<file path="src/verilog/p1pr_pkg.sv">
// constants for the port-one transceiver control and status register view
// Notes on behaviour
// - basic control sits at offset 0x00 and its bits 15, 10 and 7 always read zero.
// - control bit 14 loops the second port's receive pair back through port one's media layers.
// - with negotiation off, control bit 13 picks 100 Mbps when one and 10 Mbps when zero, reset zero.
// - control bit 12 enables auto-negotiation and resets to one.
// - writing one to control bit 9 restarts auto-negotiation, and the bit resets to zero.
// - control bit 8 forces full duplex, applied only with negotiation off or failed.
// - control bit 5, reset one, picks the first crossover algorithm when one, the second when zero.
// - control bit 4 forces the crossed pairs and bit 3 disables automatic crossover, both reset zero.
// - control bits 11, 1 and 0 power down, disable transmit and disable the LED, all reset zero.
// - basic status at 0x02 is read only, bit 15 reads zero and bits 14 to 11 read one.
// - status bit 5 shows negotiation complete and bit 2 shows link up, both reset zero.
// - status bit 3 always reads one and bits 10 to 7 and 4 read zero.
// - status bits 0, 6 and 1 read zero.
// - a read-only word at 0x04 holds the low identifier constant.
package p1pr_pkg;
    // -------------------------------------------------------------------------
    // register offsets
    // -------------------------------------------------------------------------
    localparam logic [7:0] OFS_CTRL     = 8'h00;
    localparam logic [7:0] OFS_STAT     = 8'h02;
    localparam logic [7:0] OFS_IDLO     = 8'h04;
    localparam logic [7:0] OFS_ALT_CTRL = 8'h10;
    localparam logic [7:0] OFS_ALT_STAT = 8'h12;
    localparam logic [7:0] OFS_IRQ_STAT = 8'h20;
    localparam logic [7:0] OFS_IRQ_EN   = 8'h22;
    localparam logic [7:0] OFS_IRQ_CLR  = 8'h24;
    // -------------------------------------------------------------------------
    // basic control bit positions
    // -------------------------------------------------------------------------
    localparam int C_LPBK = 14;
    localparam int C_F100 = 13;
    localparam int C_ANEN = 12;
    localparam int C_PD   = 11;
    localparam int C_RSAN = 9;
    localparam int C_FDX  = 8;
    localparam int C_XALG = 5;
    localparam int C_FXO  = 4;
    localparam int C_DXO  = 3;
    localparam int C_RSV  = 2;
    localparam int C_DTX  = 1;
    localparam int C_DLED = 0;
    // -------------------------------------------------------------------------
    // second bank control and status positions
    // -------------------------------------------------------------------------
    localparam int A_LPBK = 8;
    localparam int A_F100 = 6;
    localparam int A_ANEN = 7;
    localparam int A_PD   = 11;
    localparam int A_RSAN = 13;
    localparam int A_FDX  = 5;
    localparam int A_FXO  = 9;
    localparam int A_DXO  = 10;
    localparam int A_RSV  = 12;
    localparam int A_DTX  = 14;
    localparam int A_DLED = 15;
    localparam int A_XALG = 15;
    localparam int A_ANOK = 6;
    localparam int A_LINK = 5;
    // -------------------------------------------------------------------------
    // basic status layout
    // -------------------------------------------------------------------------
    localparam int S_ANOK = 5;
    localparam int S_LINK = 2;
    localparam logic [15:0] STAT_FIXED = 16'h7808;
    // -------------------------------------------------------------------------
    // reset values and interrupt events
    // -------------------------------------------------------------------------
    localparam logic RST_ANEN = 1'b1;
    localparam logic RST_XALG = 1'b1;
    localparam logic RST_OFF  = 1'b0;
    localparam int EV_LINK_UP = 0;
    localparam int EV_LINK_DN = 1;
    localparam int EV_AN_DONE = 2;
    localparam int EV_COUNT   = 3;
endpackage : p1pr_pkg

</file>
<file path="src/verilog/p1pr_irq.sv">
// sticky event flags with enable mask and a level interrupt
`timescale 1ns/1ns
`default_nettype none
module p1pr_irq #(
    parameter int N = 3
) (
    // clock and control
    input  wire logic         ref_clk_i,
    input  wire logic         reset_n_i,
    input  wire logic         ce_i,
    // events and software access
    input  wire logic [N-1:0] set_i,
    input  wire logic         clr_wr_i,
    input  wire logic         en_wr_i,
    input  wire logic [N-1:0] data_i,
    // state
    output logic      [N-1:0] status_o,
    output logic      [N-1:0] enable_o,
    output logic              irq_o
);
    logic [N-1:0] status_r;
    logic [N-1:0] status_nxt;
    logic [N-1:0] enable_r;
    logic [N-1:0] clr_mask;

    // set beats clear so an event in the clearing cycle survives
    assign clr_mask   = clr_wr_i ? data_i : '0;
    assign status_nxt = (status_r & ~clr_mask) | set_i;

    always_ff @(posedge ref_clk_i)
    begin
        if (!reset_n_i)
        begin
            status_r <= '0;
            enable_r <= '0;
        end
        else if (ce_i)
        begin
            status_r <= status_nxt;
            if (en_wr_i)
                enable_r <= data_i;
        end
    end

    assign status_o = status_r;
    assign enable_o = enable_r;
    assign irq_o    = |(status_r & enable_r);
endmodule // p1pr_irq
`default_nettype wire

</file>
<file path="src/verilog/p1pr_regs.sv">
// port-one transceiver control, status and identifier registers
//
// Strobed register access is this design's own decision.
`timescale 1ns/1ns
`default_nettype none
module p1pr_regs #(
    parameter int          ADDR_W    = 8,
    // arbitrary neutral identifier value
    parameter logic [15:0] IDENT_LOW = 16'h5a5a
) (
    // clock, reset, enable
    input  wire logic              ref_clk_i,
    input  wire logic              reset_n_i,
    input  wire logic              ce_i,
    // register port
    input  wire logic [ADDR_W-1:0] addr_i,
    input  wire logic [15:0]       wr_data_i,
    input  wire logic              wr_i,
    input  wire logic              rd_i,
    output logic      [15:0]       rd_data_o,
    // transceiver state in
    input  wire logic              an_complete_i,
    input  wire logic              link_up_i,
    input  wire logic              an_failed_i,
    // transceiver control out
    output logic                   far_end_loopback_o,
    output logic                   speed_100_o,
    output logic                   autoneg_enable_o,
    output logic                   restart_an_o,
    output logic                   forced_full_duplex_o,
    output logic                   forced_duplex_active_o,
    output logic                   crossover_algorithm_select_o,
    output logic                   force_crossed_o,
    output logic                   auto_crossover_disable_o,
    output logic                   power_down_o,
    output logic                   transmit_disable_o,
    output logic                   led_disable_o,
    // interrupt
    output logic                   irq_o
);
    // -------------------------------------------------------------------------
    // helpers
    // -------------------------------------------------------------------------
    // pick the new value of a bit shared by two views
    function automatic logic shared_bit(
        input logic cur,
        input logic w_a,
        input logic d_a,
        input logic w_b,
        input logic d_b
    );
        shared_bit = w_a ? d_a : (w_b ? d_b : cur);
    endfunction

    function automatic logic hit(
        input logic [ADDR_W-1:0] a,
        input logic [7:0]        ofs
    );
        hit = (a == ADDR_W'(ofs));
    endfunction

    // -------------------------------------------------------------------------
    // decode
    // -------------------------------------------------------------------------
    wire logic wr_ctrl  = wr_i & ce_i & hit(addr_i, p1pr_pkg::OFS_CTRL);
    wire logic wr_actl  = wr_i & ce_i & hit(addr_i, p1pr_pkg::OFS_ALT_CTRL);
    wire logic wr_astat = wr_i & ce_i & hit(addr_i, p1pr_pkg::OFS_ALT_STAT);
    wire logic wr_ien   = wr_i & hit(addr_i, p1pr_pkg::OFS_IRQ_EN);
    wire logic wr_iclr  = wr_i & hit(addr_i, p1pr_pkg::OFS_IRQ_CLR);

    // -------------------------------------------------------------------------
    // shared control storage
    // -------------------------------------------------------------------------
    logic lpbk_r, f100_r, anen_r, pd_r, rsan_r, fdx_r;
    logic xalg_r, fxo_r, dxo_r, rsv_r, dtx_r, dled_r;
    logic lpbk_nxt, f100_nxt, anen_nxt, pd_nxt, rsan_nxt, fdx_nxt;
    logic xalg_nxt, fxo_nxt, dxo_nxt, rsv_nxt, dtx_nxt, dled_nxt;
    logic anok_r, link_r;

    assign lpbk_nxt = shared_bit(lpbk_r, wr_ctrl, wr_data_i[p1pr_pkg::C_LPBK],
                                 wr_actl, wr_data_i[p1pr_pkg::A_LPBK]);
    assign f100_nxt = shared_bit(f100_r, wr_ctrl, wr_data_i[p1pr_pkg::C_F100],
                                 wr_actl, wr_data_i[p1pr_pkg::A_F100]);
    assign anen_nxt = shared_bit(anen_r, wr_ctrl, wr_data_i[p1pr_pkg::C_ANEN],
                                 wr_actl, wr_data_i[p1pr_pkg::A_ANEN]);
    assign pd_nxt   = shared_bit(pd_r, wr_ctrl, wr_data_i[p1pr_pkg::C_PD],
                                 wr_actl, wr_data_i[p1pr_pkg::A_PD]);
    assign fdx_nxt  = shared_bit(fdx_r, wr_ctrl, wr_data_i[p1pr_pkg::C_FDX],
                                 wr_actl, wr_data_i[p1pr_pkg::A_FDX]);
    assign fxo_nxt  = shared_bit(fxo_r, wr_ctrl, wr_data_i[p1pr_pkg::C_FXO],
                                 wr_actl, wr_data_i[p1pr_pkg::A_FXO]);
    assign dxo_nxt  = shared_bit(dxo_r, wr_ctrl, wr_data_i[p1pr_pkg::C_DXO],
                                 wr_actl, wr_data_i[p1pr_pkg::A_DXO]);
    assign rsv_nxt  = shared_bit(rsv_r, wr_ctrl, wr_data_i[p1pr_pkg::C_RSV],
                                 wr_actl, wr_data_i[p1pr_pkg::A_RSV]);
    assign dtx_nxt  = shared_bit(dtx_r, wr_ctrl, wr_data_i[p1pr_pkg::C_DTX],
                                 wr_actl, wr_data_i[p1pr_pkg::A_DTX]);
    assign dled_nxt = shared_bit(dled_r, wr_ctrl, wr_data_i[p1pr_pkg::C_DLED],
                                 wr_actl, wr_data_i[p1pr_pkg::A_DLED]);
    // crossover select lives in the status word of the second bank
    assign xalg_nxt = shared_bit(xalg_r, wr_ctrl, wr_data_i[p1pr_pkg::C_XALG],
                                 wr_astat, wr_data_i[p1pr_pkg::A_XALG]);
    // restart is a one-cycle command, so the bit drops right after it fires
    assign rsan_nxt = (wr_ctrl & wr_data_i[p1pr_pkg::C_RSAN])
                    | (wr_actl & wr_data_i[p1pr_pkg::A_RSAN]);

    always_ff @(posedge ref_clk_i)
    begin
        if (!reset_n_i)
        begin
            lpbk_r <= p1pr_pkg::RST_OFF;
            f100_r <= p1pr_pkg::RST_OFF;
            anen_r <= p1pr_pkg::RST_ANEN;
            pd_r   <= p1pr_pkg::RST_OFF;
            rsan_r <= p1pr_pkg::RST_OFF;
            fdx_r  <= p1pr_pkg::RST_OFF;
            xalg_r <= p1pr_pkg::RST_XALG;
            fxo_r  <= p1pr_pkg::RST_OFF;
            dxo_r  <= p1pr_pkg::RST_OFF;
            rsv_r  <= p1pr_pkg::RST_OFF;
            dtx_r  <= p1pr_pkg::RST_OFF;
            dled_r <= p1pr_pkg::RST_OFF;
        end
        else if (ce_i)
        begin
            lpbk_r <= lpbk_nxt;
            f100_r <= f100_nxt;
            anen_r <= anen_nxt;
            pd_r   <= pd_nxt;
            rsan_r <= rsan_nxt;
            fdx_r  <= fdx_nxt;
            xalg_r <= xalg_nxt;
            fxo_r  <= fxo_nxt;
            dxo_r  <= dxo_nxt;
            rsv_r  <= rsv_nxt;
            dtx_r  <= dtx_nxt;
            dled_r <= dled_nxt;
        end
    end

    // -------------------------------------------------------------------------
    // mirrored transceiver state
    // -------------------------------------------------------------------------
    always_ff @(posedge ref_clk_i)
    begin
        if (!reset_n_i)
        begin
            anok_r <= 1'b0;
            link_r <= 1'b0;
        end
        else if (ce_i)
        begin
            anok_r <= an_complete_i;
            link_r <= link_up_i;
        end
    end

    // -------------------------------------------------------------------------
    // register images
    // -------------------------------------------------------------------------
    logic [15:0] ctrl_img;
    logic [15:0] stat_img;
    logic [15:0] actl_img;
    logic [15:0] astat_img;

    // unsupported soft reset, isolate and collision test stay zero
    always_comb
    begin
        ctrl_img = 16'h0000;
        ctrl_img[p1pr_pkg::C_LPBK] = lpbk_r;
        ctrl_img[p1pr_pkg::C_F100] = f100_r;
        ctrl_img[p1pr_pkg::C_ANEN] = anen_r;
        ctrl_img[p1pr_pkg::C_PD]   = pd_r;
        ctrl_img[p1pr_pkg::C_RSAN] = rsan_r;
        ctrl_img[p1pr_pkg::C_FDX]  = fdx_r;
        ctrl_img[p1pr_pkg::C_XALG] = xalg_r;
        ctrl_img[p1pr_pkg::C_FXO]  = fxo_r;
        ctrl_img[p1pr_pkg::C_DXO]  = dxo_r;
        ctrl_img[p1pr_pkg::C_RSV]  = rsv_r;
        ctrl_img[p1pr_pkg::C_DTX]  = dtx_r;
        ctrl_img[p1pr_pkg::C_DLED] = dled_r;
    end

    always_comb
    begin
        stat_img = p1pr_pkg::STAT_FIXED;
        stat_img[p1pr_pkg::S_ANOK] = anok_r;
        stat_img[p1pr_pkg::S_LINK] = link_r;
    end

    always_comb
    begin
        actl_img = 16'h0000;
        actl_img[p1pr_pkg::A_LPBK] = lpbk_r;
        actl_img[p1pr_pkg::A_F100] = f100_r;
        actl_img[p1pr_pkg::A_ANEN] = anen_r;
        actl_img[p1pr_pkg::A_PD]   = pd_r;
        actl_img[p1pr_pkg::A_RSAN] = rsan_r;
        actl_img[p1pr_pkg::A_FDX]  = fdx_r;
        actl_img[p1pr_pkg::A_FXO]  = fxo_r;
        actl_img[p1pr_pkg::A_DXO]  = dxo_r;
        actl_img[p1pr_pkg::A_RSV]  = rsv_r;
        actl_img[p1pr_pkg::A_DTX]  = dtx_r;
        actl_img[p1pr_pkg::A_DLED] = dled_r;
    end

    always_comb
    begin
        astat_img = 16'h0000;
        astat_img[p1pr_pkg::A_XALG] = xalg_r;
        astat_img[p1pr_pkg::A_ANOK] = anok_r;
        astat_img[p1pr_pkg::A_LINK] = link_r;
    end

    // -------------------------------------------------------------------------
    // interrupt events
    // -------------------------------------------------------------------------
    logic [p1pr_pkg::EV_COUNT-1:0] ev_set;
    logic [p1pr_pkg::EV_COUNT-1:0] irq_stat;
    logic [p1pr_pkg::EV_COUNT-1:0] irq_en;

    // edges against the mirrored copy, so each link change and each rise of negotiation complete raises one event
    always_comb
    begin
        ev_set = '0;
        ev_set[p1pr_pkg::EV_LINK_UP] = link_up_i & ~link_r;
        ev_set[p1pr_pkg::EV_LINK_DN] = ~link_up_i & link_r;
        ev_set[p1pr_pkg::EV_AN_DONE] = an_complete_i & ~anok_r;
    end

    p1pr_irq #(
        .N (p1pr_pkg::EV_COUNT)
    ) u_irq (
        .ref_clk_i (ref_clk_i),
        .reset_n_i (reset_n_i),
        .ce_i      (ce_i),
        .set_i     (ev_set),
        .clr_wr_i  (wr_iclr),
        .en_wr_i   (wr_ien),
        .data_i    (wr_data_i[p1pr_pkg::EV_COUNT-1:0]),
        .status_o  (irq_stat),
        .enable_o  (irq_en),
        .irq_o     (irq_o)
    );

    // -------------------------------------------------------------------------
    // read port
    // -------------------------------------------------------------------------
    logic [15:0] rd_mux;
    logic [15:0] rd_data_r;
    logic [15:0] rd_data_nxt;

    // clear register is write only and reads zero like any unmapped word
    always_comb
    begin
        rd_mux = 16'h0000;
        if (hit(addr_i, p1pr_pkg::OFS_CTRL))
            rd_mux = ctrl_img;
        else if (hit(addr_i, p1pr_pkg::OFS_STAT))
            rd_mux = stat_img;
        else if (hit(addr_i, p1pr_pkg::OFS_IDLO))
            rd_mux = IDENT_LOW;
        else if (hit(addr_i, p1pr_pkg::OFS_ALT_CTRL))
            rd_mux = actl_img;
        else if (hit(addr_i, p1pr_pkg::OFS_ALT_STAT))
            rd_mux = astat_img;
        else if (hit(addr_i, p1pr_pkg::OFS_IRQ_STAT))
            rd_mux = {{(16-p1pr_pkg::EV_COUNT){1'b0}}, irq_stat};
        else if (hit(addr_i, p1pr_pkg::OFS_IRQ_EN))
            rd_mux = {{(16-p1pr_pkg::EV_COUNT){1'b0}}, irq_en};
    end

    assign rd_data_nxt = rd_i ? rd_mux : 16'h0000;

    always_ff @(posedge ref_clk_i)
    begin
        if (!reset_n_i)
            rd_data_r <= 16'h0000;
        else if (ce_i)
            rd_data_r <= rd_data_nxt;
    end

    assign rd_data_o = rd_data_r;

    // -------------------------------------------------------------------------
    // control outputs
    // -------------------------------------------------------------------------
    assign far_end_loopback_o           = lpbk_r;
    assign autoneg_enable_o             = anen_r;
    assign speed_100_o                  = f100_r;
    assign restart_an_o                 = rsan_r;
    assign forced_full_duplex_o         = fdx_r;
    assign forced_duplex_active_o       = ~anen_r | an_failed_i;
    assign crossover_algorithm_select_o = xalg_r;
    assign force_crossed_o              = fxo_r;
    assign auto_crossover_disable_o     = dxo_r;
    assign power_down_o                 = pd_r;
    assign transmit_disable_o           = dtx_r;
    assign led_disable_o                = dled_r;

    // -------------------------------------------------------------------------
    // checks
    // -------------------------------------------------------------------------
    wire logic rd_ctrl_q = rd_i & ce_i & hit(addr_i, p1pr_pkg::OFS_CTRL);
    wire logic rd_stat_q = rd_i & ce_i & hit(addr_i, p1pr_pkg::OFS_STAT);
    wire logic rd_id_q   = rd_i & ce_i & hit(addr_i, p1pr_pkg::OFS_IDLO);

    AST_CTRL_RO_ZERO: assert property (@(posedge ref_clk_i) disable iff (!reset_n_i)
        rd_ctrl_q |=> (rd_data_o[15] == 1'b0 && rd_data_o[10] == 1'b0 && rd_data_o[7] == 1'b0))
        else $error("unsupported control bits read nonzero");

    AST_LOOPBACK: assert property (@(posedge ref_clk_i) disable iff (!reset_n_i)
        (wr_ctrl && wr_data_i[p1pr_pkg::C_LPBK]) |=> far_end_loopback_o)
        else $error("loopback not applied after write");

    AST_SPEED_FORCE: assert property (@(posedge ref_clk_i) disable iff (!reset_n_i)
        (wr_ctrl && !wr_data_i[p1pr_pkg::C_ANEN]) |=>
        (!autoneg_enable_o && speed_100_o == $past(wr_data_i[p1pr_pkg::C_F100])))
        else $error("forced speed does not follow write");

    AST_AN_AFTER_RESET: assert property (@(posedge ref_clk_i) disable iff (!reset_n_i)
        $rose(reset_n_i) |-> (autoneg_enable_o && !speed_100_o && !power_down_o))
        else $error("wrong control state after reset");

    AST_RESTART_PULSE: assert property (@(posedge ref_clk_i) disable iff (!reset_n_i)
        (wr_ctrl && wr_data_i[p1pr_pkg::C_RSAN]) ##1 (ce_i && !wr_i) |->
        restart_an_o ##1 !restart_an_o)
        else $error("restart pulse wrong");

    AST_DUPLEX_FORCE: assert property (@(posedge ref_clk_i) disable iff (!reset_n_i)
        (wr_ctrl && !wr_data_i[p1pr_pkg::C_ANEN] && wr_data_i[p1pr_pkg::C_FDX]) |=>
        (forced_full_duplex_o && forced_duplex_active_o))
        else $error("forced duplex not active");

    AST_STATUS_FIXED: assert property (@(posedge ref_clk_i) disable iff (!reset_n_i)
        rd_stat_q |=> ((rd_data_o & 16'hffdb) == 16'h7808))
        else $error("fixed status bits wrong");

    AST_STATUS_LIVE: assert property (@(posedge ref_clk_i) disable iff (!reset_n_i)
        rd_stat_q |=> (rd_data_o[p1pr_pkg::S_LINK] == $past(link_r)
                    && rd_data_o[p1pr_pkg::S_ANOK] == $past(anok_r)))
        else $error("live status bits wrong");

    AST_IDENT: assert property (@(posedge ref_clk_i) disable iff (!reset_n_i)
        rd_id_q |=> (rd_data_o == IDENT_LOW))
        else $error("identifier word wrong");

    AST_TWIN_VIEW: assert property (@(posedge ref_clk_i) disable iff (!reset_n_i)
        wr_actl |=> (far_end_loopback_o == $past(wr_data_i[p1pr_pkg::A_LPBK])
                  && led_disable_o == $past(wr_data_i[p1pr_pkg::A_DLED])))
        else $error("second view write not shared");

    AST_CROSSOVER: assert property (@(posedge ref_clk_i) disable iff (!reset_n_i)
        wr_ctrl |=> (force_crossed_o == $past(wr_data_i[p1pr_pkg::C_FXO])
                  && auto_crossover_disable_o == $past(wr_data_i[p1pr_pkg::C_DXO])
                  && crossover_algorithm_select_o == $past(wr_data_i[p1pr_pkg::C_XALG])))
        else $error("crossover controls wrong");
endmodule // p1pr_regs
`default_nettype wire
</file>
<file path="config.mk">
export PLATFORM = sky130hd
export DESIGN_NAME = p1pr_regs
export DESIGN_NICKNAME = d
export VERILOG_FILES = /design/src/verilog/p1pr_pkg.sv /design/src/verilog/p1pr_irq.sv /design/src/verilog/p1pr_regs.sv
export SDC_FILE = /design/constraint.sdc
export NUM_CORES = 1
export LEC_CHECK = 0
export BUFFER_PORTS_ARGS = -buffer_cell sky130_fd_sc_hd__buf_2
export CORE_ASPECT_RATIO = 0.9
export CORE_UTILIZATION = 40
export CTS_BUF_LIST = sky130_fd_sc_hd__clkbuf_16
export CTS_CLUSTER_DIAMETER = 80
export DETAILED_ROUTE_END_ITERATION = 8
export PLACE_DENSITY_LB_ADDON = 0.12
export SKIP_LAST_GASP = 1
export SYNTH_ARGS = -nofsm -noshare
export SYNTH_HDL_FRONTEND = slang
export SYNTH_SLANG_ARGS = --single-unit
</file>
<file path="constraint.sdc">
create_clock -name ref_clk_i -period 1.9 [get_ports ref_clk_i]
set_clock_uncertainty 0.2 [all_clocks]
set_input_delay 0.475 -clock ref_clk_i [delete_from_list [all_inputs] [get_ports ref_clk_i]]
set_output_delay 0.475 -clock ref_clk_i [all_outputs]
set_load 0.005 [all_outputs]
</file>
### Yosys cells after proc, flatten, opt, wreduce, memory -nomap -nowiden

Cells that the tools add are included.

* register bits after elaboration: 36
* input port bits: 32
* output and inout bits: 29
* word-level logic and storage cells: 83

* equality and inequality tests: 7
* muxes and demuxes: 31
* bitwise gates (word level): 21
* reductions and logical operators: 7

Operators by type and width (number)
* 16-bit two-way mux: 6
* 8-bit by 6-bit == test with 1-bit output, second input constant: 3
* 1-bit two-way mux: 22
* 8-bit by 5-bit == test with 1-bit output, second input constant: 2
* 1-bit bitwise AND: 11
* 3-bit two-way mux: 3
* 8-bit by 2-bit == test with 1-bit output, second input constant: 1
* 8-bit by 3-bit == test with 1-bit output, second input constant: 1
* 8-bit logical NOT: 1
* 3-bit bitwise AND: 2
* 2-bit AND reduction: 3
* 1-bit NOT: 4
* 2-bit nonzero test: 2
* 3-bit NOT: 1
* 3-bit OR: 1
* 3-bit OR reduction: 1
* 1-bit OR: 2

### Longest topological paths before layout

Gate-level depths: netlist of run 1.

* word-level depth: 9
* gate-level depth with buffers: 7
* depth with buffers taken out: 4

### Cells and area by module

From an unflattened synthesis of run 1, not the netlist that was laid out.

* cell total of the unflattened synthesis: 215
* area, all modules: 1911.8 sq um

Modules (own cells, without submodules)
* p1pr_regs: instances 1, cells an instance 187, area an instance 1627.8 sq um, seq. area each 600.6 sq um
* p1pr_irq: instances 1, cells an instance 28, area an instance 284.0 sq um, seq. area each 120.1 sq um

### Least setup slack after synthesis of run 1

Ideal clock, no wire load.

* path kind: input port to flip-flop
* start point: in addr_i[0]
* end point: reg lpbk_r (netlist: far_end_loopback_o)
* library setup time: 0.116 ns
* data arrival time: 1.447 ns
* data required time: 1.584 ns
* slack: 0.137 ns
* stages on the path: 6
* buffers on the path: 2
* cells stage by stage: nor4_4 > and3_1 > buf_6 > buf_8 > nand2_1 > o211a_1

* longest elaborated chain between the ends: 4
* elaborated cells between the ends (all ways): 7
* those cells by class: 1 x eq/ne; 1 x mux; 2 x bitwise; 3 x reduce/logical

Ends and longest elaborated chain
* start: declaration: line p1pr_regs.sv:16 `input wire logic [ADDR_W-1:0] addr_i,`
* 8-bit by 5-bit == test with 1-bit output or 8-bit logical NOT (tied branches)
* 1-bit bitwise AND (on tied branches): line p1pr_regs.sv:66, p1pr_regs.sv:65
* 2-bit nonzero test (no source line)
* 2-bit AND reduction (no source line)
* end signal: assignment: line p1pr_regs.sv:111 `lpbk_r <= p1pr_pkg::RST_OFF;`
* end signal: assignment: line p1pr_regs.sv:126 `lpbk_r <= lpbk_nxt;`
* end: declaration: line p1pr_regs.sv:74 `logic lpbk_r, f100_r, anen_r, pd_r, rsan_r, fdx_r;`

Several ways; a longest one is shown, not always the timed one.
A chain may end at the register's enable or synchronous reset.

### Worst setup path in the final report of run 1

* start point: reg u_irq.enable_r[0] (netlist: u_irq.enable_o[0])
* end point: out irq_o

* longest elaborated chain between the ends: 2

Ends and longest elaborated chain
* start: declaration: line p1pr_irq.sv:23 `logic [N-1:0] enable_r;`
* start signal: assignment: line p1pr_irq.sv:41 `enable_r <= data_i;`
* 3-bit bitwise AND: line p1pr_irq.sv:47 `assign irq_o = |(status_r & enable_r);`
* 3-bit OR reduction: line p1pr_irq.sv:47
* end: declaration: line p1pr_regs.sv:39 `output logic irq_o`

Every way passes these cells.

==> results of run 1 <==
per-stage QoR:
step / utilization (%) / hold WS [ps] / power (mW) / area, um^2 / TNS, ps
4_1_cts: 57.6 / 237 / 1.90 / 2600 / 0
5_1_grt: 57.6 / 254 / 1.96 / 2600 / 0
3_3_place_gp: 54.0 / 220 / 0.990 / 2440 / -204
2_1_floorplan: - / 235 / 0.883 / 1910 / 0
3_5_place_dp: 54.0 / 227 / 0.991 / 2440 / -557
6_report: 57.6 / 234 / 1.89 / 2600 / 0
kinds of logic (layout without fill, tap and decap cells):
kind of cell / Yosys count / after routing
flip-flops: 36 / 36
AO/OA/AOI/OAI: 53 / 53
AND/OR/NAND/NOR: 83 / 83
buffers and inverters: 19 / 103
multiplexers: 18 / 18
XOR/XNOR: 1 / 1
worst reg2reg max path, stage by stage (launching register included):
cell and delay [ps]:
dfxtp_1 400, nor3_1 80, a2111oi_0 370, nand4_1 140, a21boi_0 150
final cells by class:
type	count	area [um^2]	area share (%)
repair buffers	90	538	20.7
well taps	62	77.6	2.98
flip-flops and latches	36	721	27.7
clock inverters	3	38.8	1.49
inverters	5	18.8	0.721
clock buffers	5	125	4.81
multi-input cells	155	1080	41.7
state kept, by name, indices dropped and copies added, names as in the netlist:
name                          flops
rd_data_o                        16
u_irq.enable_o                    3
u_irq.status_o                    3
anok_r                            1
auto_crossover_disable_o          1
autoneg_enable_o                  1
crossover_algorithm_select_o      1
far_end_loopback_o                1
force_crossed_o                   1
forced_full_duplex_o              1
led_disable_o                     1
link_r                            1
power_down_o                      1
restart_an_o                      1
rsv_r                             1
speed_100_o                       1
transmit_disable_o                1
worst min path at each step:
stage	start	slack, ps	endpoint	cells past startpoint
6_report	rd_data_o[9]$_SDFFE_PN0P_	230	rd_data_o[9]$_SDFFE_PN0P_	2
2_1_floorplan	rd_data_o[2]$_SDFFE_PN0P_	230	rd_data_o[2]$_SDFFE_PN0P_	2
3_3_place_gp	rd_data_o[5]$_SDFFE_PN0P_	220	rd_data_o[5]$_SDFFE_PN0P_	2
3_5_place_dp	rd_data_o[9]$_SDFFE_PN0P_	230	rd_data_o[9]$_SDFFE_PN0P_	2
4_1_cts	rd_data_o[9]$_SDFFE_PN0P_	240	rd_data_o[9]$_SDFFE_PN0P_	2
5_1_grt	rd_data_o[9]$_SDFFE_PN0P_	250	rd_data_o[9]$_SDFFE_PN0P_	2
cell usage after synthesis (4+ instances only):
| cell type | count |
|---|---|
| o211a_1 | 6 |
| a21boi_0 | 6 |
| mux2i_1 | 15 |
| nor2b_1 | 10 |
| dfxtp_1 | 36 |
| a21oi_1 | 8 |
| buf_2 | 5 |
| o2111ai_1 | 4 |
| nor2_1 | 12 |
| nand3_1 | 10 |
| clkbuf_1 | 4 |
| nand2_1 | 24 |
| inv_1 | 4 |
| nand4_1 | 4 |
layer usage:
| layer | part of all wire, % | vias to the layer above | global-route usage (%) |
|---|---|---|---|
| met4 | 0.70 | 0 | 4.95 |
| met3 | 5.9 | 5 | 5.37 |
| li1 | - | 947 | - |
| met5 | 0 | - | 0 |
| met2 | 44 | 60 | 36.3 |
| met1 | 49 | 884 | 32.6 |
power by group:
group | switching (mW) | internal (mW)
sequential | 0.00764 | 0.762
clock | 0.304 | 0.611
combinational | 0.109 | 0.0968
==> reports/metrics.csv, run 1 <==
stage;metric;value;unit
global_routing;pin count of the biggest net entering global routing;18;
setup_path;cell depth of the worst setup path;3;
timing;worst-margin pin slew;357;ps
clock_tree;CTS tree;yes;
final_layout;final std cells w/o fill;356;
timing;# setup viols final;0;
setup_path;start point of the critical path;u_irq.enable_o[0]$_SDFFE_PN0P_;
yosys;Area contributors post-synth;dfxtp_1, mux2i_1, nand2_1, nor2b_1, o211a_1;
yosys;Net Count, Synth;242;
setup_path;Buf+Inv Stages, Crit Path;2;
power_and_ir_drop;peak supply drop;0.490;mV
final_layout;share of cells above drive strength 1;36.1;%
clock_tree;clock root buffer;clkbuf_16;
setup_path;Setup crit end kind;primary output;
global_routing;grt ovf;0;
place;GP Congestion;0.907;
power_and_ir_drop;P_leak;1.27;nW
floorplanning;Core ar.;0.00452;mm^2
drt;vias per inst;5.33;
yosys;Post-synth ARST share;0;%
drt;final WL;5460;um
setup_path;CP endpoint;irq_o;
floorplanning;Die ar.;0.00504;mm^2
floorplanning;Die Width;74.8;um
clock_tree;Post-CTS Resized;0;
final_layout;ANT cells;0;
global_routing;first-pass GRT wire length;8510;um
yosys;YS warnings;0;
floorplanning;# rows;23;
status;status;finished, final reports clean;
yosys;Synth top area share;37.8;%
yosys;ys flop type;dfxtp_1;
global_routing;vias in the first global route;1685;
yosys;multiplexer share of the synthesized area;9.65;%
floorplanning;num ports;61;
yosys;Distinct cells, synth;51;
place;placed cell count;348;
yosys;mean area per synthesized cell;9.07;um^2
yosys;Post-Synth XOR/XNOR Area;0.460;%
clock_tree;Clock Path Buffers;2;
drt;vias;1896;
yosys;Synth Area in Adders;0;%
place;DP Worst Slack;-84.9;ps
clock_tree;Reg clk slew, reported paths;50;ps
run;max cap viols;0;
setup_path;worst-path maximum fanout;3;
yosys;Simple-Gate Fraction of Synth Area;25.4;%
floorplanning;Initial Util;42.2;%
timing;Slew HR;75.6;%
yosys;post-synthesis sequential area ratio;37.8;%
yosys;post-synthesis instance area;0.00191;mm^2
clock_tree;clock latency of the later-clocked register in the worst-skew pair;280;ps
min_path;Worst Hold Class;reg -> reg;
setup_path;CP max-delay cell;a222oi_1;
clock_tree;Post-CTS Setup Bufs;0;
setup_path;cells along the critical path;a222oi_1, inv_1, buf_2;
setup_path;Worst Path Required;1220;ps
drt;WL per Instance;15.3;um
place;port bufs;60;
setup_path;crit path DAT;1170;ps
final_layout;layout filler cell count;444;
setup_path;Setup Crit Path Kind;reg -> out;
clock_tree;hold_buf cts;0;
setup_path;reg-to-reg critical path endpoint;rd_data_o[3]$_SDFFE_PN0P_;
yosys;Synth Area in Compound Gates;21.4;%
timing;period utilization;97.3;%
yosys;Synth area leader;dfxtp_1;
yosys;cells after synthesis;210;
final_layout;commonest non-fill, non-tap cell in the layout;buf_2;
yosys;largest family of logic cells by synthesized area;simple AND/OR/NAND/NOR gates;
power_and_ir_drop;power density cells;726;mW/mm^2
timing;Fmax;541;MHz
setup_path;worst reg2reg path depth;4;
place;Post-DP HPWL;4330;um
clock_tree;total CTS buffers;5;
drt;DRT Pass-1 Iters;4;
setup_path;reg2reg start;auto_crossover_disable_o$_SDFFE_PN0P_;
final_layout;Layout Nets;325;
global_routing;Tot GR Track Use;23.2;%
drt;DRC errors left;0;
timing;final worst slack;50.8;ps
timing;RSZ-0062 raised after global routing;no;
yosys;Seq cells post-synth;36;
global_routing;antenna violations before repair;0;
final_layout;commonest non-fill, non-tap cells in the layout;buf_2, dfxtp_1, buf_4;
setup_path;crit start category;flop;
yosys;number of synthesized flops with an enable pin;0;
timing;Final Hold Viols;0;
setup_path;reg-to-reg slack, setup;480;ps
setup_path;CP delay by family, top;compound AO/OA/AOI/OAI gates;
drt;Iter 0 DRT Violations;136;
timing;Final Max Slew Viols;0;
timing;post-route minimum period;1850;ps
setup_path;largest stage delay on the critical path;370;ps
final_layout;Syn-to-layout area delta;36.6;%
clock_tree;H-tree depth;2;
drt;DRT antenna net count;0;
clock_tree;Sink Count;36;
floorplanning;Die Y;67.5;um
Note: power is estimated with default switching activity, not from simulation.
==> run 2, diff against run 1 <==
--- a/config.mk
+++ b/config.mk
@@ -6,8 +6,9 @@
 export NUM_CORES = 1
 export LEC_CHECK = 0
 export BUFFER_PORTS_ARGS = -buffer_cell sky130_fd_sc_hd__buf_2
-export CORE_ASPECT_RATIO = 0.9
-export CORE_UTILIZATION = 40
+export CELL_PAD_IN_SITES_DETAIL_PLACEMENT = 2
+export CELL_PAD_IN_SITES_GLOBAL_PLACEMENT = 2
+export CORE_UTILIZATION = 29
 export CTS_BUF_LIST = sky130_fd_sc_hd__clkbuf_16
 export CTS_CLUSTER_DIAMETER = 80
 export DETAILED_ROUTE_END_ITERATION = 8
==> reports/metrics.csv, run 2 (same netlist as run 1, synthesis figures left out) <==
stage;metric;value;unit;change
status;status;finished, final reports clean;;
global_routing;vias in the first global route;2091;;+24%
final_layout;ANT cells;0;;unchanged
global_routing;grt ovf;0;;unchanged
drt;DRT antenna net count;0;;unchanged
global_routing;Tot GR Track Use;20.9;%;-2.4 points
global_routing;antenna violations before repair;0;;unchanged
final_layout;max reg flops;16;;unchanged
final_layout;commonest non-fill, non-tap cells in the layout;buf_2, dfxtp_1, nand2_1, buf_4, mux2i_1;;
power_and_ir_drop;P_leak;1.26;nW;-0.59%
power_and_ir_drop;power density cells;731;mW/mm^2;+0.64%
clock_tree;total CTS buffers;5;;unchanged
setup_path;worst-path maximum fanout;3;;unchanged
floorplanning;Die Width;83.1;um;+11%
timing;Fmax;548;MHz;+1.3%
floorplanning;Die ar.;0.00690;mm^2;+37%
global_routing;first-pass GRT wire length;11200;um;+31%
drt;final WL;6730;um;+23%
drt;DRC errors left;0;;unchanged
drt;vias;1955;;+3.1%
final_layout;share of cells above drive strength 1;35.7;%;-0.32 points
floorplanning;# rows;29;;+26%
timing;Hold WS;235;ps;+1.29 ps
timing;period utilization;96.0;%;-1.3 points
setup_path;reg2reg start;auto_crossover_disable_o$_SDFFE_PN0P_;;
setup_path;worst reg2reg path depth;4;;unchanged
setup_path;CP endpoint;irq_o;;
setup_path;crit path DAT;1150;ps;-20 ps
timing;Final Max Slew Viols;0;;unchanged
setup_path;reg-to-reg critical path endpoint;rd_data_o[3]$_SDFFE_PN0P_;;
min_path;Worst Hold Class;reg -> reg;;
run;max cap viols;0;;unchanged
final_layout;layout filler cell count;738;;+66%
global_routing;pin count of the biggest net entering global routing;18;;unchanged
clock_tree;CTS tree;yes;;
clock_tree;clock root buffer;clkbuf_16;;
timing;Slew HR;75.3;%;-0.32 points
final_layout;Syn-to-layout area delta;37.8;%;
timing;RSZ-0062 raised after global routing;no;;
setup_path;Worst Path Required;1220;ps;about the same
clock_tree;Reg clk slew, reported paths;60;ps;about the same
floorplanning;Die Y;83.1;um;+23%
final_layout;register cell area after layout;722;um^2;+0.17%
final_layout;final core occ;41.4;%;-16 points
timing;worst-margin pin slew;361;ps;+4.75 ps
drt;vias per inst;5.31;;-0.25%
floorplanning;num ports;61;;unchanged
clock_tree;clock latency of the later-clocked register in the worst-skew pair;280;ps;about the same
floorplanning;Initial Util;30.0;%;-12 points
setup_path;Setup Crit Path Kind;reg -> out;;
power_and_ir_drop;peak supply drop;0.328;mV;-33%
final_layout;Layout Nets;322;;-0.92%
drt;DRT Pass-1 Iters;4;;unchanged
clock_tree;Post-CTS Resized;0;;unchanged
clock_tree;Post-CTS Setup Bufs;0;;unchanged
place;port bufs;60;;unchanged
setup_path;start point of the critical path;u_irq.status_o[0]$_SDFFE_PN0P_;;
timing;post-route minimum period;1820;ps;-24.6 ps
clock_tree;H-tree depth;2;;unchanged
drt;Iter 0 DRT Violations;65;;-52%
min_path;Hold Path Depth;2;;unchanged
place;GP Congestion;0.817;;-9.8%
place;Post-DP HPWL;5380;um;+24%
clock_tree;Sink Count;36;;unchanged
timing;Final Hold Viols;0;;unchanged
setup_path;Setup crit end kind;primary output;;
floorplanning;Core ar.;0.00635;mm^2;+41%
clock_tree;Clock Path Buffers;2;;unchanged
drt;WL per Instance;18.3;um;+19%
setup_path;crit start category;flop;;
final_layout;area of the multi-input gates;0.00108;mm^2;unchanged
setup_path;reg-to-reg slack, setup;490;ps;about the same
timing;# setup viols final;0;;unchanged
clock_tree;hold_buf cts;0;;unchanged
final_layout;commonest non-fill, non-tap cell in the layout;buf_2;;
run 2: changes by cell type in the layout (fill, tap and decap cells not counted):
| cell | delta |
|---|---|
| buf_12 | +2 |
| buf_4 | -5 |
| dfxtp_1 | -1 |
| dfxtp_2 | +1 |
run 2: per-stage QoR:
stage	cells	power, mW	TNS [ps]	instance area, um^2	setup WS, ps
floorplan	210	0.883	0	1910	137
global placement	360	0.998	-578	2460	-85.3
detailed placement	360	1.00	-1000	2460	-88.9
CTS	368	1.95	0	2630	49.1
global route	368	2.00	0	2630	1.61
finish	368	1.92	0	2630	75.3
run 2: per-layer routing:
metal | vias up | share of wire [%] | track usage (%)
met2 | 43 | 48 | 35.4
met5 | - | 0 | 0
li1 | 933 | - | -
met4 | 0 | 1.3 | 6.27
met3 | 7 | 4.6 | 3.78
met1 | 972 | 46 | 27.0
run 2: worst min path at each step:
stage | start | to | slack [ps]
after floorplan | rd_data_o[2]$_SDFFE_PN0P_ | rd_data_o[2]$_SDFFE_PN0P_ | 230
after detailed placement | rd_data_o[9]$_SDFFE_PN0P_ | rd_data_o[9]$_SDFFE_PN0P_ | 240
final | rd_data_o[9]$_SDFFE_PN0P_ | rd_data_o[9]$_SDFFE_PN0P_ | 240
after CTS | rd_data_o[9]$_SDFFE_PN0P_ | rd_data_o[9]$_SDFFE_PN0P_ | 240
after global placement | rd_data_o[9]$_SDFFE_PN0P_ | rd_data_o[9]$_SDFFE_PN0P_ | 220
after global routing | rd_data_o[5]$_SDFFE_PN0P_ | rd_data_o[5]$_SDFFE_PN0P_ | 270
run 2: worst max-delay path, stage by stage (launching register included):
cell and delay, ps:
dfxtp_2 330, a222oi_1 350, inv_1 60, buf_2 130
run 2: final cells by class:
cell class / instances / area share [%]
Sequential cell: 36 / 27.5
Tap cell: 77 / 3.67
Clock buffer: 5 / 4.76
Clock inverter: 3 / 1.48
Inverter: 5 / 0.715
Timing Repair Buffer: 87 / 20.6
Multi-Input combinational cell: 155 / 41.3
run 2: power by group:
group	internal (mW)	switching, mW
clock network	0.612	0.322
logic	0.0977	0.117
registers	0.762	0.00842
total	1.47	0.447
==> run 3, diff against run 2 <==
--- a/config.mk
+++ b/config.mk
@@ -8,10 +8,12 @@
 export BUFFER_PORTS_ARGS = -buffer_cell sky130_fd_sc_hd__buf_2
 export CELL_PAD_IN_SITES_DETAIL_PLACEMENT = 2
 export CELL_PAD_IN_SITES_GLOBAL_PLACEMENT = 2
+export CORE_MARGIN = 2
 export CORE_UTILIZATION = 29
 export CTS_BUF_LIST = sky130_fd_sc_hd__clkbuf_16
 export CTS_CLUSTER_DIAMETER = 80
 export DETAILED_ROUTE_END_ITERATION = 8
+export GPL_TIMING_DRIVEN = 0
 export PLACE_DENSITY_LB_ADDON = 0.12
 export SKIP_LAST_GASP = 1
 export SYNTH_ARGS = -nofsm -noshare
==> reports/metrics.csv, run 3 (same netlist as run 1, synthesis figures left out) <==
stage;metric;value;unit;change
min_path;hold path start;rd_data_o[9]$_SDFFE_PN0P_;;
drt;DRT antenna net count;0;;unchanged
place;Post-DP Area;0.00230;mm^2;-6.7%
status;status;finished, final reports clean;;
floorplanning;num ports;61;;unchanged
global_routing;Tot GR Track Use;19.4;%;-1.5 points
drt;vias per inst;5.37;;+1.2%
floorplanning;Die ar.;0.00724;mm^2;+4.9%
floorplanning;Initial Util;30.0;%;unchanged
setup_path;crit path DAT;1140;ps;about the same
setup_path;crit start category;flop;;
setup_path;Setup Crit Path Kind;reg -> out;;
timing;Slew HR;61.0;%;-14 points
clock_tree;Sink Count;36;;unchanged
final_layout;final design instance area without fill;0.00248;mm^2;-5.5%
setup_path;CP max-delay cell;a222oi_1;;
final_layout;ANT cells;0;;unchanged
place;port bufs;59;;-1.7%
global_routing;grt ovf;0;;unchanged
run;max cap viols;0;;unchanged
min_path;Hold Path Depth;2;;unchanged
min_path;Hold Path Sink;rd_data_o[9]$_SDFFE_PN0P_;;
setup_path;reg-to-reg slack, setup;420;ps;-70 ps
floorplanning;Core ar.;0.00635;mm^2;unchanged
drt;Highest Signal Layer;met4;;
global_routing;vias in the first global route;2019;;-3.4%
final_layout;share of cells above drive strength 1;31.2;%;-4.6 points
floorplanning;Die Width;85.1;um;+2.4%
place;Post-DP HPWL;5210;um;-3.1%
global_routing;pin count of the biggest net entering global routing;13;;-5
clock_tree;hold_buf cts;0;;unchanged
setup_path;reg2reg start;auto_crossover_disable_o$_SDFFE_PN0P_;;
final_layout;Layout Nets;310;;-3.7%
setup_path;largest stage delay on the critical path;340;ps;about the same
clock_tree;CTS tree;yes;;
place;DP Worst Slack;-347;ps;-258 ps
global_routing;first-pass GRT wire length;10900;um;-3.0%
clock_tree;Reg clk slew, reported paths;60;ps;about the same
clock_tree;Clock Path Buffers;2;;unchanged
timing;RSZ-0062 raised after global routing;no;;
setup_path;cells along the critical path;a222oi_1, inv_1, buf_2;;
power_and_ir_drop;total power draw;1.91;mW;-0.69%
final_layout;commonest non-fill, non-tap cells in the layout;buf_2, dfxtp_1, nand2_1;;
floorplanning;Die Y;85.1;um;+2.4%
setup_path;Worst Path Required;1220;ps;about the same
drt;Post-Route M1 WL;3120;um;+1.5%
clock_tree;H-tree depth;2;;unchanged
drt;DRC errors left;0;;unchanged
timing;final worst slack;83.4;ps;+8.07 ps
floorplanning;# rows;29;;unchanged
min_path;Worst Hold Class;reg -> reg;;
timing;period utilization;95.6;%;-0.42 points
timing;worst-margin pin slew;585;ps;+224 ps
setup_path;worst-path maximum fanout;3;;unchanged
clock_tree;total CTS buffers;5;;unchanged
final_layout;final core occ;39.1;%;-2.3 points
timing;Final Max Slew Viols;0;;unchanged
timing;Fmax;550;MHz;+0.44%
drt;vias;1913;;-2.1%
drt;met3 routed WL;260;um;-15%
clock_tree;clock latency of the later-clocked register in the worst-skew pair;280;ps;about the same
final_layout;Syn-to-layout area delta;30.2;%;
setup_path;Setup crit end kind;primary output;;
timing;post-route minimum period;1820;ps;-8.07 ps
timing;# setup viols final;0;;unchanged
clock_tree;clock root buffer;clkbuf_16;;
drt;routed wl met2;3300;um;+1.2%
drt;WL per Instance;19.0;um;+3.7%
power_and_ir_drop;power density cells;768;mW/mm^2;+5.1%
drt;final WL;6760;um;+0.36%
setup_path;worst reg2reg path depth;4;;unchanged
place;GP Congestion;0.808;;-1.2%
timing;Final Hold Viols;0;;unchanged
global_routing;antenna violations before repair;0;;unchanged
drt;DRT Pass-1 Iters;4;;unchanged
final_layout;commonest non-fill, non-tap cell in the layout;buf_2;;
power_and_ir_drop;P_leak;1.17;nW;-7.8%
drt;Iter 0 DRT Violations;111;;+71%
final_layout;max reg flops;16;;unchanged
setup_path;reg-to-reg critical path endpoint;rd_data_o[3]$_SDFFE_PN0P_;;
power_and_ir_drop;peak supply drop;0.392;mV;+20%
run 3: changes by cell type in the layout (fill, tap and decap cells not counted), moves of 2 or more:
cell / delta
buf_1: +2
clkbuf_1: +4
buf_4: -21
buf_2: +4
buf_12: -3
run 3: metrics by stage:
step | setup TNS [ps] | hold WS (ps) | cells
after floorplan | 0 | 235 | 210
after global placement | -5090 | 220 | 346
after detailed placement | -5160 | 234 | 346
after CTS | 0 | 243 | 356
after global routing | 0 | 246 | 356
final | 0 | 236 | 356
run 3: worst max path at each step:
stage / cells past startpoint / end / startpoint
6_report: 3 / irq_o / u_irq.enable_o[0]$_SDFFE_PN0P_
5_1_grt: 5 / transmit_disable_o$_SDFFE_PN0P_ / addr_i[4]
4_1_cts: 3 / irq_o / u_irq.enable_o[0]$_SDFFE_PN0P_
3_5_place_dp: 5 / forced_full_duplex_o$_SDFFE_PN0P_ / addr_i[0]
3_3_place_gp: 5 / forced_full_duplex_o$_SDFFE_PN0P_ / addr_i[0]
2_1_floorplan: 6 / far_end_loopback_o$_SDFFE_PN0P_ / addr_i[0]
run 3: worst max-delay path, delay by kind of cell (launching register included):
kind	cells	cell delay (ps)
flops	1	330
compound gates	1	340
buf+inv	2	180
run 3: routing by layer:
layer	GRT usage [%]	up-vias
li1	-	911
met1	25.0	951
met2	33.2	41
met3	3.99	10
met4	4.62	0
met5	0	-
run 3: power by group:
group | leakage, nW | internal (mW) | switching (mW) | total [mW]
Clock | 0.0798 | 0.616 | 0.332 | 0.948
Combinational | 0.795 | 0.0749 | 0.112 | 0.187
Sequential | 0.291 | 0.762 | 0.00827 | 0.770
Total | 1.17 | 1.45 | 0.453 | 1.91
run 3: timing repair:
action                                  in CTS  in global routing
gates resized for setup                      1                  0
endpoints found under the setup margin       5                  0
setup buffers                                2                  0
run 3: final cells by class:
class | instances | area [um^2]
inverter | 5 | 20.0
tap | 77 | 96.3
buffer | 14 | 81.3
multi-input combinational | 155 | 1080
fill | 733 | 3870
sequential | 36 | 721
clock buffer | 5 | 125
timing repair buffer | 61 | 310
clock inverter | 3 | 42.5
